==> src/common/timer0_defines.svh <==
// Offsets, field positions, reset values and timing counts of the timer
`ifndef TIMER0_DEFINES_SVH
`define TIMER0_DEFINES_SVH

`define T0_OFF_COUNT   4'h0
`define T0_OFF_OPTION  4'h4
`define T0_OFF_IRQCTL  4'h8

`define T0_BIT_SRC     5
`define T0_BIT_EDGE    4
`define T0_BIT_PSA     3
`define T0_BIT_IE      5
`define T0_BIT_FLAG    2

`define T0_OPTION_RST  6'h3f
`define T0_COUNT_RST   8'h00

`define T0_TOSC_NS     20
`define T0_INHIBIT_CYC 2'h2
`define T0_LAST_PHASE  2'h3

`endif

==> src/common/timer0_pkg.sv <==
// Types shared by the timer files
package timer0_pkg;

    typedef enum logic [1:0] {
        BUS_IDLE = 2'b01,
        BUS_ACK  = 2'b10
    } bus_state_e;

    typedef logic [7:0] count_t;

endpackage

==> src/logic/pin_sync.sv <==
// Three-stage pin synchroniser with agreement filter
`timescale 1ns/10ps
module pin_sync (
    input  wire logic mclk,
    input  wire logic reset,
    input  wire logic pin,
    output logic      level
);
    logic s1_q;
    logic s2_q;
    logic s3_q;

    always_ff @(posedge mclk or posedge reset) begin
        if (reset) begin
            s1_q <= 1'b0;
            s2_q <= 1'b0;
            s3_q <= 1'b0;
        end else begin
            s1_q <= pin;
            s2_q <= s1_q;
            s3_q <= s2_q;
        end
    end

    // A change counts once the last two stages agree
    always_ff @(posedge mclk or posedge reset) begin
        if (reset) begin
            level <= 1'b0;
        end else if (s2_q == s3_q) begin
            level <= s3_q;
        end
    end
endmodule

==> src/logic/timer0_top.sv <==
// Timer/counter with shared prescaler behind an Avalon-MM slave
`timescale 1ns/10ps
`include "timer0_defines.svh"
module timer0_top #(
    parameter int ADDR_W = 4,
    parameter int DATA_W = 32
) (
    input  wire logic              mclk,
    input  wire logic              reset,
    input  wire logic [ADDR_W-1:0] address,
    input  wire logic              read,
    input  wire logic              write,
    input  wire logic [DATA_W-1:0] writedata,
    input  wire logic [3:0]        byteenable,
    output logic      [DATA_W-1:0] readdata,
    output logic                   waitrequest,
    input  wire logic              ext_count_pin,
    input  wire logic              sleep,
    input  wire logic              wdt_tick,
    input  wire logic              watchdog_clear_op,
    output logic                   wdt_timeout,
    output logic                   irq
);

    if (ADDR_W < 4 || DATA_W != 32) begin : g_bad_param
        $error("timer0_top needs ADDR_W >= 4 and DATA_W == 32");
    end

    timer0_pkg::bus_state_e bus_q;
    timer0_pkg::count_t     count_register_q;
    logic [5:0]             option_q;
    logic                   overflow_irq_enable_q;
    logic                   overflow_flag_q;
    timer0_pkg::count_t     pres_q;
    logic [1:0]             phase_q;
    logic [1:0]             inhibit_q;
    logic                   pol_q;
    logic                   samp_q;
    logic                   ext_level;

    logic                   req;
    logic                   take;
    logic                   wr_take;
    logic                   wr_count;
    logic                   wr_option;
    logic                   wr_irqctl;
    logic                   source_select_bit;
    logic                   edge_select_bit;
    logic                   prescaler_assign_bit;
    logic [2:0]             prescale_ratio_field;
    logic                   tick;
    logic                   sample_pt;
    logic                   pol;
    logic                   pol_rise;
    logic                   pre_out;
    logic [7:0]             tmask;
    logic [7:0]             wmask;
    logic                   int_inc;
    logic                   ext_inc;
    logic                   inc;
    logic                   ovf_ev;

    assign source_select_bit    = option_q[`T0_BIT_SRC];
    assign edge_select_bit      = option_q[`T0_BIT_EDGE];
    assign prescaler_assign_bit = option_q[`T0_BIT_PSA];
    assign prescale_ratio_field = option_q[2:0];

    // Avalon slave: one wait cycle, then the answer
    assign req         = read | write;
    assign waitrequest = req & (bus_q == timer0_pkg::BUS_IDLE);
    assign take        = req & (bus_q == timer0_pkg::BUS_ACK);
    assign wr_take     = take & write & byteenable[0];
    assign wr_count    = wr_take & (address == `T0_OFF_COUNT);
    assign wr_option   = wr_take & (address == `T0_OFF_OPTION);
    assign wr_irqctl   = wr_take & (address == `T0_OFF_IRQCTL);

    always_ff @(posedge mclk or posedge reset) begin
        if (reset) begin
            bus_q <= timer0_pkg::BUS_IDLE;
        end else begin
            unique case (bus_q)
                timer0_pkg::BUS_IDLE: begin
                    if (req) begin
                        bus_q <= timer0_pkg::BUS_ACK;
                    end
                end
                timer0_pkg::BUS_ACK: begin
                    bus_q <= timer0_pkg::BUS_IDLE;
                end
                default: begin
                    bus_q <= timer0_pkg::BUS_IDLE;
                end
            endcase
        end
    end

    // Read data is captured during the wait cycle; the prescaler is not mapped
    always_ff @(posedge mclk or posedge reset) begin
        if (reset) begin
            readdata <= '0;
        end else if (read && bus_q == timer0_pkg::BUS_IDLE) begin
            unique case (address)
                `T0_OFF_COUNT: begin
                    readdata <= {24'h0, count_register_q};
                end
                `T0_OFF_OPTION: begin
                    readdata <= {26'h0, option_q};
                end
                `T0_OFF_IRQCTL: begin
                    readdata <= {26'h0, overflow_irq_enable_q, 2'h0,
                                 overflow_flag_q, 2'h0};
                end
                default: begin
                    readdata <= '0;
                end
            endcase
        end
    end

    always_ff @(posedge mclk or posedge reset) begin
        if (reset) begin
            option_q <= `T0_OPTION_RST;
        end else if (wr_option) begin
            option_q <= writedata[5:0];
        end
    end

    always_ff @(posedge mclk or posedge reset) begin
        if (reset) begin
            overflow_irq_enable_q <= 1'b0;
        end else if (wr_irqctl) begin
            overflow_irq_enable_q <= writedata[`T0_BIT_IE];
        end
    end

    // Instruction cycle of four oscillator phases
    always_ff @(posedge mclk or posedge reset) begin
        if (reset) begin
            phase_q <= 2'h0;
        end else begin
            phase_q <= phase_q + 2'h1;
        end
    end

    assign tick      = (phase_q == `T0_LAST_PHASE);
    assign sample_pt = phase_q[0];

    pin_sync pin_sync_i (
        .mclk  (mclk),
        .reset (reset),
        .pin   (ext_count_pin),
        .level (ext_level)
    );

    // Falling edges are turned into rising ones by inversion
    assign pol      = ext_level ^ edge_select_bit;
    assign pol_rise = pol & ~pol_q;

    // Reset values match pin low under the reset option, so no false edge follows reset
    always_ff @(posedge mclk or posedge reset) begin
        if (reset) begin
            pol_q <= 1'b1;
        end else begin
            pol_q <= pol;
        end
    end

    // Counter divide is 2^(n+1), watchdog postscale is 2^n
    assign tmask = 8'((9'h2 << prescale_ratio_field) - 9'h1);
    assign wmask = 8'((9'h1 << prescale_ratio_field) - 9'h1);

    // Prescaler owned by exactly one user at a time
    always_ff @(posedge mclk or posedge reset) begin
        if (reset) begin
            pres_q <= 8'h00;
        end else if (!prescaler_assign_bit) begin
            if (wr_count) begin
                pres_q <= 8'h00;
            end else if (!sleep) begin
                if (source_select_bit ? pol_rise : tick) begin
                    pres_q <= pres_q + 8'h01;
                end
            end
        end else begin
            if (watchdog_clear_op) begin
                pres_q <= 8'h00;
            end else if (wdt_tick) begin
                pres_q <= pres_q + 8'h01;
            end
        end
    end

    // Prescaler output bit is a symmetric divided copy of the pin, or pol itself when the watchdog owns the prescaler
    assign pre_out = prescaler_assign_bit ? pol
                   : pres_q[prescale_ratio_field];

    always_ff @(posedge mclk or posedge reset) begin
        if (reset) begin
            samp_q <= 1'b1;
        end else if (sample_pt) begin
            samp_q <= pre_out;
        end
    end

    assign ext_inc = sample_pt & pre_out & ~samp_q;
    assign int_inc = tick & (prescaler_assign_bit
                   | ((pres_q & tmask) == tmask));
    assign inc     = (source_select_bit ? ext_inc : int_inc)
                   & (inhibit_q == 2'h0) & ~sleep;
    assign ovf_ev  = inc & (count_register_q == 8'hff);

    always_ff @(posedge mclk or posedge reset) begin
        if (reset) begin
            inhibit_q <= 2'h0;
        end else if (wr_count) begin
            inhibit_q <= `T0_INHIBIT_CYC;
        end else if (tick && inhibit_q != 2'h0) begin
            inhibit_q <= inhibit_q - 2'h1;
        end
    end

    always_ff @(posedge mclk or posedge reset) begin
        if (reset) begin
            count_register_q <= `T0_COUNT_RST;
        end else if (wr_count) begin
            count_register_q <= writedata[7:0];
        end else if (inc) begin
            count_register_q <= count_register_q + 8'h01;
        end
    end

    // Hardware set wins over a software clear in the same cycle
    always_ff @(posedge mclk or posedge reset) begin
        if (reset) begin
            overflow_flag_q <= 1'b0;
        end else if (ovf_ev) begin
            overflow_flag_q <= 1'b1;
        end else if (wr_irqctl) begin
            overflow_flag_q <= writedata[`T0_BIT_FLAG];
        end
    end

    assign irq = overflow_flag_q & overflow_irq_enable_q;

    always_ff @(posedge mclk or posedge reset) begin
        if (reset) begin
            wdt_timeout <= 1'b0;
        end else if (prescaler_assign_bit) begin
            wdt_timeout <= wdt_tick & ~watchdog_clear_op
                         & ((pres_q & wmask) == wmask);
        end else begin
            wdt_timeout <= wdt_tick;
        end
    end
endmodule

==> config.mk <==
export PLATFORM = sky130hd
export DESIGN_NAME = timer0_top
export DESIGN_NICKNAME = d
export VERILOG_FILES = /design/src/common/timer0_pkg.sv /design/src/logic/pin_sync.sv /design/src/logic/timer0_top.sv
export VERILOG_INCLUDE_DIRS = /design/src /design/src/common
export SDC_FILE = /design/constraint.sdc
export NUM_CORES = 1
export LEC_CHECK = 0
export ABC_AREA = 1
export BUFFER_PORTS_ARGS = -buffer_cell sky130_fd_sc_hd__clkbuf_2
export CAP_MARGIN = 15
export CORE_MARGIN = 3
export CORE_UTILIZATION = 50
export CTS_CLUSTER_SIZE = 24
export DETAILED_ROUTE_END_ITERATION = 7
export PLACE_DENSITY = 0.83
export SLEW_MARGIN = 20
export SYNTH_ARGS = -nofsm -noshare
export SYNTH_HDL_FRONTEND = slang
export SYNTH_SLANG_ARGS = --single-unit
==> constraint.sdc <==
create_clock -name mclk -period 2.15 [get_ports mclk]
set_input_delay 0.43 -clock mclk [delete_from_list [all_inputs] [get_ports mclk]]
set_output_delay 0.43 -clock mclk [all_outputs]
set_load 0.005 [all_outputs]
; Word level (Yosys, flattened, before mapping)
; Cells that the tools add are included.
[classes]
magnitude_cmp = 1
n_mux = 21
add_sub_neg = 6
n_shift = 2
n_reduce_logical = 10
bitwise_logic = 26
eq_ne = 12
[ops]
columns = cell, count
row1 = 8-bit two-way mux, 8
row2 = 8-bit case mux with 3 select lines, 1
row3 = 1-bit bitwise AND, 17
row4 = "8-bit by 1-bit adder with 8-bit output, second input constant", 2
row5 = 8-bit bitwise AND, 2
row6 = 8-bit equality test, 2
row7 = "8-bit by 1-bit subtractor with 8-bit output, second input constant", 2
row8 = "8-bit equality test, second input constant", 1
row9 = 2-bit two-way mux, 4
row10 = 2-bit nonzero test, 4
row11 = "1-bit by 3-bit left shift with 8-bit output, first input constant", 1
row12 = "2-bit by 3-bit left shift with 8-bit output, first input constant", 1
row13 = 1-bit two-way mux, 7
row14 = "2-bit equality test, second input constant", 2
row15 = "4-bit by 3-bit equality test with 1-bit output, second input constant", 1
row16 = "4-bit equality test, second input constant", 1
row17 = 4-bit logical NOT, 1
row18 = "3-bit by 4-bit < comparator with 1-bit output, second input constant", 1
row19 = 1-bit NOT, 4
row20 = 1-bit binary-select mux with 3-bit select, 1
row21 = "3-bit by 1-bit != test with 1-bit output, second input constant", 1
row22 = "3-bit != test, second input constant", 1
row23 = 3-bit AND reduction, 1
row24 = 3-bit nonzero test, 1
row25 = other kinds (9), 11
[totals]
ff_bits = 69
elab_cells = 94
out_inout_bits = 35
inputBits = 48

; Logic depth before layout (Yosys ltp)
[depth]
ltp_word = 11
ltp_mapped = 17
depth_no_buf = 16

; Hierarchy
; A second synthesis with hierarchy kept.
[hier_totals]
hier_cells = 365
area_unflattened_um2 = 2738.9
[by_module_without_submodules]
columns = mod, instances, cells_per_inst, seq_area_each_um2, area_per_inst_um2
row1 = timer0_top, 1, 356, 1037.2, 2618.8
row2 = pin_sync, 1, 9, 100.1, 120.1

; Worst setup path after synthesis
; No wires, ideal clock.
[synth_timing]
path_type = register to register
from = register option_q[2]
to = register count_register_q[1]
setup_ns = 0.117
synth_period_minus_slack_ns = 1.973
required_ns = 2.033
path_stages_with_launch = 17
t_arrival_ns = 1.856
slack_ns = 0.177
path_buffers = 1
path_cell_list = dfstp_2 inv_1 buf_4 nand2_1 ha_1 o21ai_0 nor2_1 nand3_1 nor2_1 nand2_1 nand2_1 nand2_1 nand2_2 nand2_4 nand2_4 nand2_1 nand2_1
[synth_via]
elab_chain_len = 10
elab_cells_between_ends = 15
cone_classes = add/sub: 1 / eq/ne: 1 / shift: 1 / mux: 4 / bitwise: 7 / reduce/logical: 1
[synth_lines]
columns = element, line_no
row1 = "start, declared", timer0_top.sv:31  ; logic [5:0] option_q;
row2 = "start signal, assigned", timer0_top.sv:122  ; option_q <= `T0_OPTION_RST;
row3 = "start signal, assigned", timer0_top.sv:124  ; option_q <= writedata[5:0];
row4 = 2-bit by 3-bit left shift with 8-bit output, timer0_top.sv:169  ; assign tmask = 8'((9'h2 << prescale_ratio_field) - 9'h1);
row5 = 8-bit by 1-bit subtractor with 8-bit output, timer0_top.sv:169
row6 = 8-bit bitwise AND, timer0_top.sv:207  ; | ((pres_q & tmask) == tmask));
row7 = 8-bit equality test, timer0_top.sv:207
row8 = 1-bit OR, timer0_top.sv:207
row9 = 1-bit bitwise AND, timer0_top.sv:206  ; assign int_inc = tick & (prescaler_assign_bit
row10 = 1-bit two-way mux *, timer0_top.sv:208  ; assign inc = (source_select_bit ? ext_inc : int_inc)
row11 = 1-bit bitwise AND * (2 in a row), timer0_top.sv:209  ; & (inhibit_q == 2'h0) & ~sleep;
row12 = 2-bit nonzero test (no source line) *, -
row13 = "end signal, assigned", timer0_top.sv:224  ; count_register_q <= `T0_COUNT_RST;
row14 = "end signal, assigned", timer0_top.sv:226  ; count_register_q <= writedata[7:0];
row15 = "end signal, assigned", timer0_top.sv:228  ; count_register_q <= count_register_q + 8'h01;
row16 = "end, declared", timer0_top.sv:30  ; timer0_pkg::count_t count_register_q;
; Mark *: on every way between the ends. The rest lies on a longest branch, timed or not. The select of a mux whose other input is x is not followed.
; A chain may end at the register's enable or synchronous reset.

; Worst setup path in the final report
[layout_timing]
from = register option_q[0]
to = register count_register_q[1]
; Same word-level chain as after synthesis.

==> flow_metrics.tcl <==
set metrics [dict create \
    clk_pin_slew_worst_paths_ns 0.09 \
    power_density_nw_per_um2 869 \
    ant_nets 0 \
    core_um2 5300 \
    finalCritPeriodShare 0.985 \
    async_reset_ff_frac 1.00 \
    hpwl_um 4560 \
    min_period_ns 2.12 \
    yosys_warnings 0 \
    crit_fanout 8 \
    crit_arrival_ns 2.31 \
    clkLatencyLatePin_ns 0.30 \
    place_area_um2 3000 \
    synth-edff-count 0 \
    yosys.area.top_type "dfrtp_1" \
    num_vias 2607 \
    syn_to_final_growth_pct 13.8 \
    ys_types 42 \
    cts_hold_buffers 0 \
    grt_max_degree 46 \
    drive_gt1_frac 0.221 \
    fp.dieArea_um2 6620 \
    gp_congestion 0.866 \
    instances_no_fill 490 \
    ios 83 \
    root_buffer "clkbuf_8" \
    slew-limit-headroom 0.489 \
    finClkSkew_ns 0.00850 \
    fp.dieH_um 81.3 \
    synth_top_area_share 0.317 \
    final.setup.worst_slack_ns 0.0332 \
    h-tree-depth 2 \
    fillers 458 \
    crit_required_ns 2.34 \
    max_freq_mhz 472 \
    vias_per_cell 5.32 \
    hold_class "in2reg" \
    cp-start-kind "flip-flop" \
    placedCellCount 474 \
    clkSinkCount 45 \
    slew_viol_final 0 \
    drcViolationCount 0 \
    drt-pass1-iter-count 5 \
    layout.nets 472 \
    synthFlopType "dfrtp_1" \
    initial_core_util 0.535 \
    wl_per_cell_um 13.7 \
    irDropWorstVdd_mv 0.424 \
    syn_inst 376 \
    p_leak_nw 1.70 \
    routed_wirelength_um 6700 \
    cts_buffers 5 \
    fin_util 0.609 \
    cts_tree "built" \
    worstMarginPinSlew_ns 0.765 \
    postLayoutCellArea_um2 3230 \
    diodes 0 \
    die-width_um 81.3 \
    finalHoldViolations 0 \
    tns_ns 0 \
    overflow 0 \
    cp-end-kind "flip-flop" \
    grt_first_pass_wirelength_um 10200 \
    drt_iter0_markers 309 \
    portBuffers 31 \
    setup_violations 0 \
    criticalPathCategory "reg2reg" \
    max_cap_violations 0 \
    antenna_found_initial 0 \
    pre_cts_slack_ns 0.0404 \
    grt_pass1_vias 2247 \
    ys_seq_area_frac 0.401 \
    ys_ff_latch 45 \
    num_rows 26 \
    status "finished clean" \
    synth_area_leaders "dfrtp_1 32%, nand2_1 13%, dfstp_2 8.3%, buf_4 7.1%, inv_1 6.0%" \
    synth.cell_area_um2 2840 \
    gr-usage-all-layers 0.198 \
    syn_area_per_cell_um2 7.55 \
    cts_max_path_buffers 2 \
]
## routing by layer
layer	global-route usage	routed length (um)	vias to the layer above	part of all wire
li1	-	-	1244	-
met1	0.269	2720	1206	0.41
met2	0.322	3270	135	0.49
met3	0.0288	539	22	0.080
met4	0.0709	165	0	0.025
met5	0	0	-	0
## metrics by stage
stage          power, mW  hold slack [ns]
2_1_floorplan       1.85            0.331
3_3_place_gp        2.00            0.334
3_5_place_dp        2.05            0.338
4_1_cts             2.72            0.224
5_1_grt             2.99            0.228
6_report            2.81            0.234
## final timing paths
path                                           start                         endpoint  slack [ns]  cells after the start
setup reg to reg             option_q[0]$_DFFE_PP1P_  count_register_q[1]$_DFFE_PP0P_        0.03                     14
max in group asynchronous                      reset            pres_q[0]$_DFFE_PP0P_        1.49                      3
min in group asynchronous                      reset          readdata[4]$_DFFE_PP0P_        0.25                      3
setup / recovery             option_q[0]$_DFFE_PP1P_  count_register_q[1]$_DFFE_PP0P_        0.03                     14
hold / removal                         ext_count_pin        pin_sync_i.s1_q$_DFF_PP0_        0.23                      1
hold reg to reg            pin_sync_i.s1_q$_DFF_PP0_        pin_sync_i.s2_q$_DFF_PP0_        0.36                      0
## synthesized netlist by cell type (all sizes together), types with 7 or more instances
| master | n |
|---|---|
| nand3 | 27 |
| o21ai | 35 |
| nor3 | 12 |
| buf | 29 |
| clkbuf | 7 |
| nor2 | 25 |
| a21oi | 10 |
| nand2 | 100 |
| xor2 | 7 |
| inv | 47 |
| dfstp | 9 |
| dfrtp | 36 |
## state kept, by name, indices dropped and copies added (netlist names)
signal                 flops
count_register_q           8
wdt_timeout                1
pres_q                     8
readdata                   8
samp_q                     1
pol_q                      1
overflow_irq_enable_q      1
pin_sync_i.s3_q            1
pin_sync_i.level           1
bus_q                      2
overflow_flag_q            1
inhibit_q                  2
pin_sync_i.s1_q            1
pin_sync_i.s2_q            1
phase_q                    2
option_q                   6
## where the power goes
| part | switching, mW | internal [mW] | total (mW) |
|---|---|---|---|
| combinational | 0.526 | 0.366 | 0.892 |
| sequential | 0.203 | 1.03 | 1.24 |
| clock | 0.298 | 0.378 | 0.676 |
## critical path: stages (launching register included)
cell and delay (ns):
dfstp_2 0.61, nand3_2 0.11, ha_4 0.19, inv_1 0.09, nand3_2 0.11, a21oi_2 0.16
nor2_1 0.06, nand2_1 0.09, nand2_1 0.06, nand2_1 0.07, nand2_2 0.09, nand2_4 0.13
nand2_8 0.09, nand2_1 0.09, nand2_1 0.05
## placed cells by master (no fill, tap or decap), types with 2 or more instances in the layout
cell       n
a21oi_1    9
buf_4     17
clkbuf_2  31
clkbuf_8   6
conb_1    24
dfrtp_1   36
dfstp_2    9
ha_1       4
inv_1     44
nand2_1   89
nand2_2   10
nand3_1   23
nand3_2    4
nand3b_1   3
nand4_1    5
nor2_1    20
nor2_2     3
nor3_1    12
o21ai_0   29
o21ai_1    5
o22ai_1    3
o31ai_1    2
xor2_1     7
## logic make-up after synthesis
kind of cell	Yosys count	share of synthesized area
DFF	45	0.401
buffers and inverters	83	0.147
other	1	0.00132
AOI/OAI and AO/OA	58	0.117
and+or+nand+nor	175	0.283
adders and majority gates	6	0.0256
xor gates and xnor gates	8	0.0247
## repair_timing
| action | 4_1_cts | 5_1_grt |
|---|---|---|
| buffers inserted | 0 | 7 |
| resized for setup | 0 | 13 |
| setup endpoints to repair | 0 | 9 |
## layout make-up
class	instances	area [um2]	area share
tap	70	87.6	0.0271
sequential	45	1140	0.352
multi-input combinational	272	1420	0.441
timing repair buffer	48	283	0.0876
clock buffer	6	82.6	0.0256
clock inverter	2	37.5	0.0116
inverter	47	179	0.0554
Note: power is estimated with default switching activity, not from simulation.
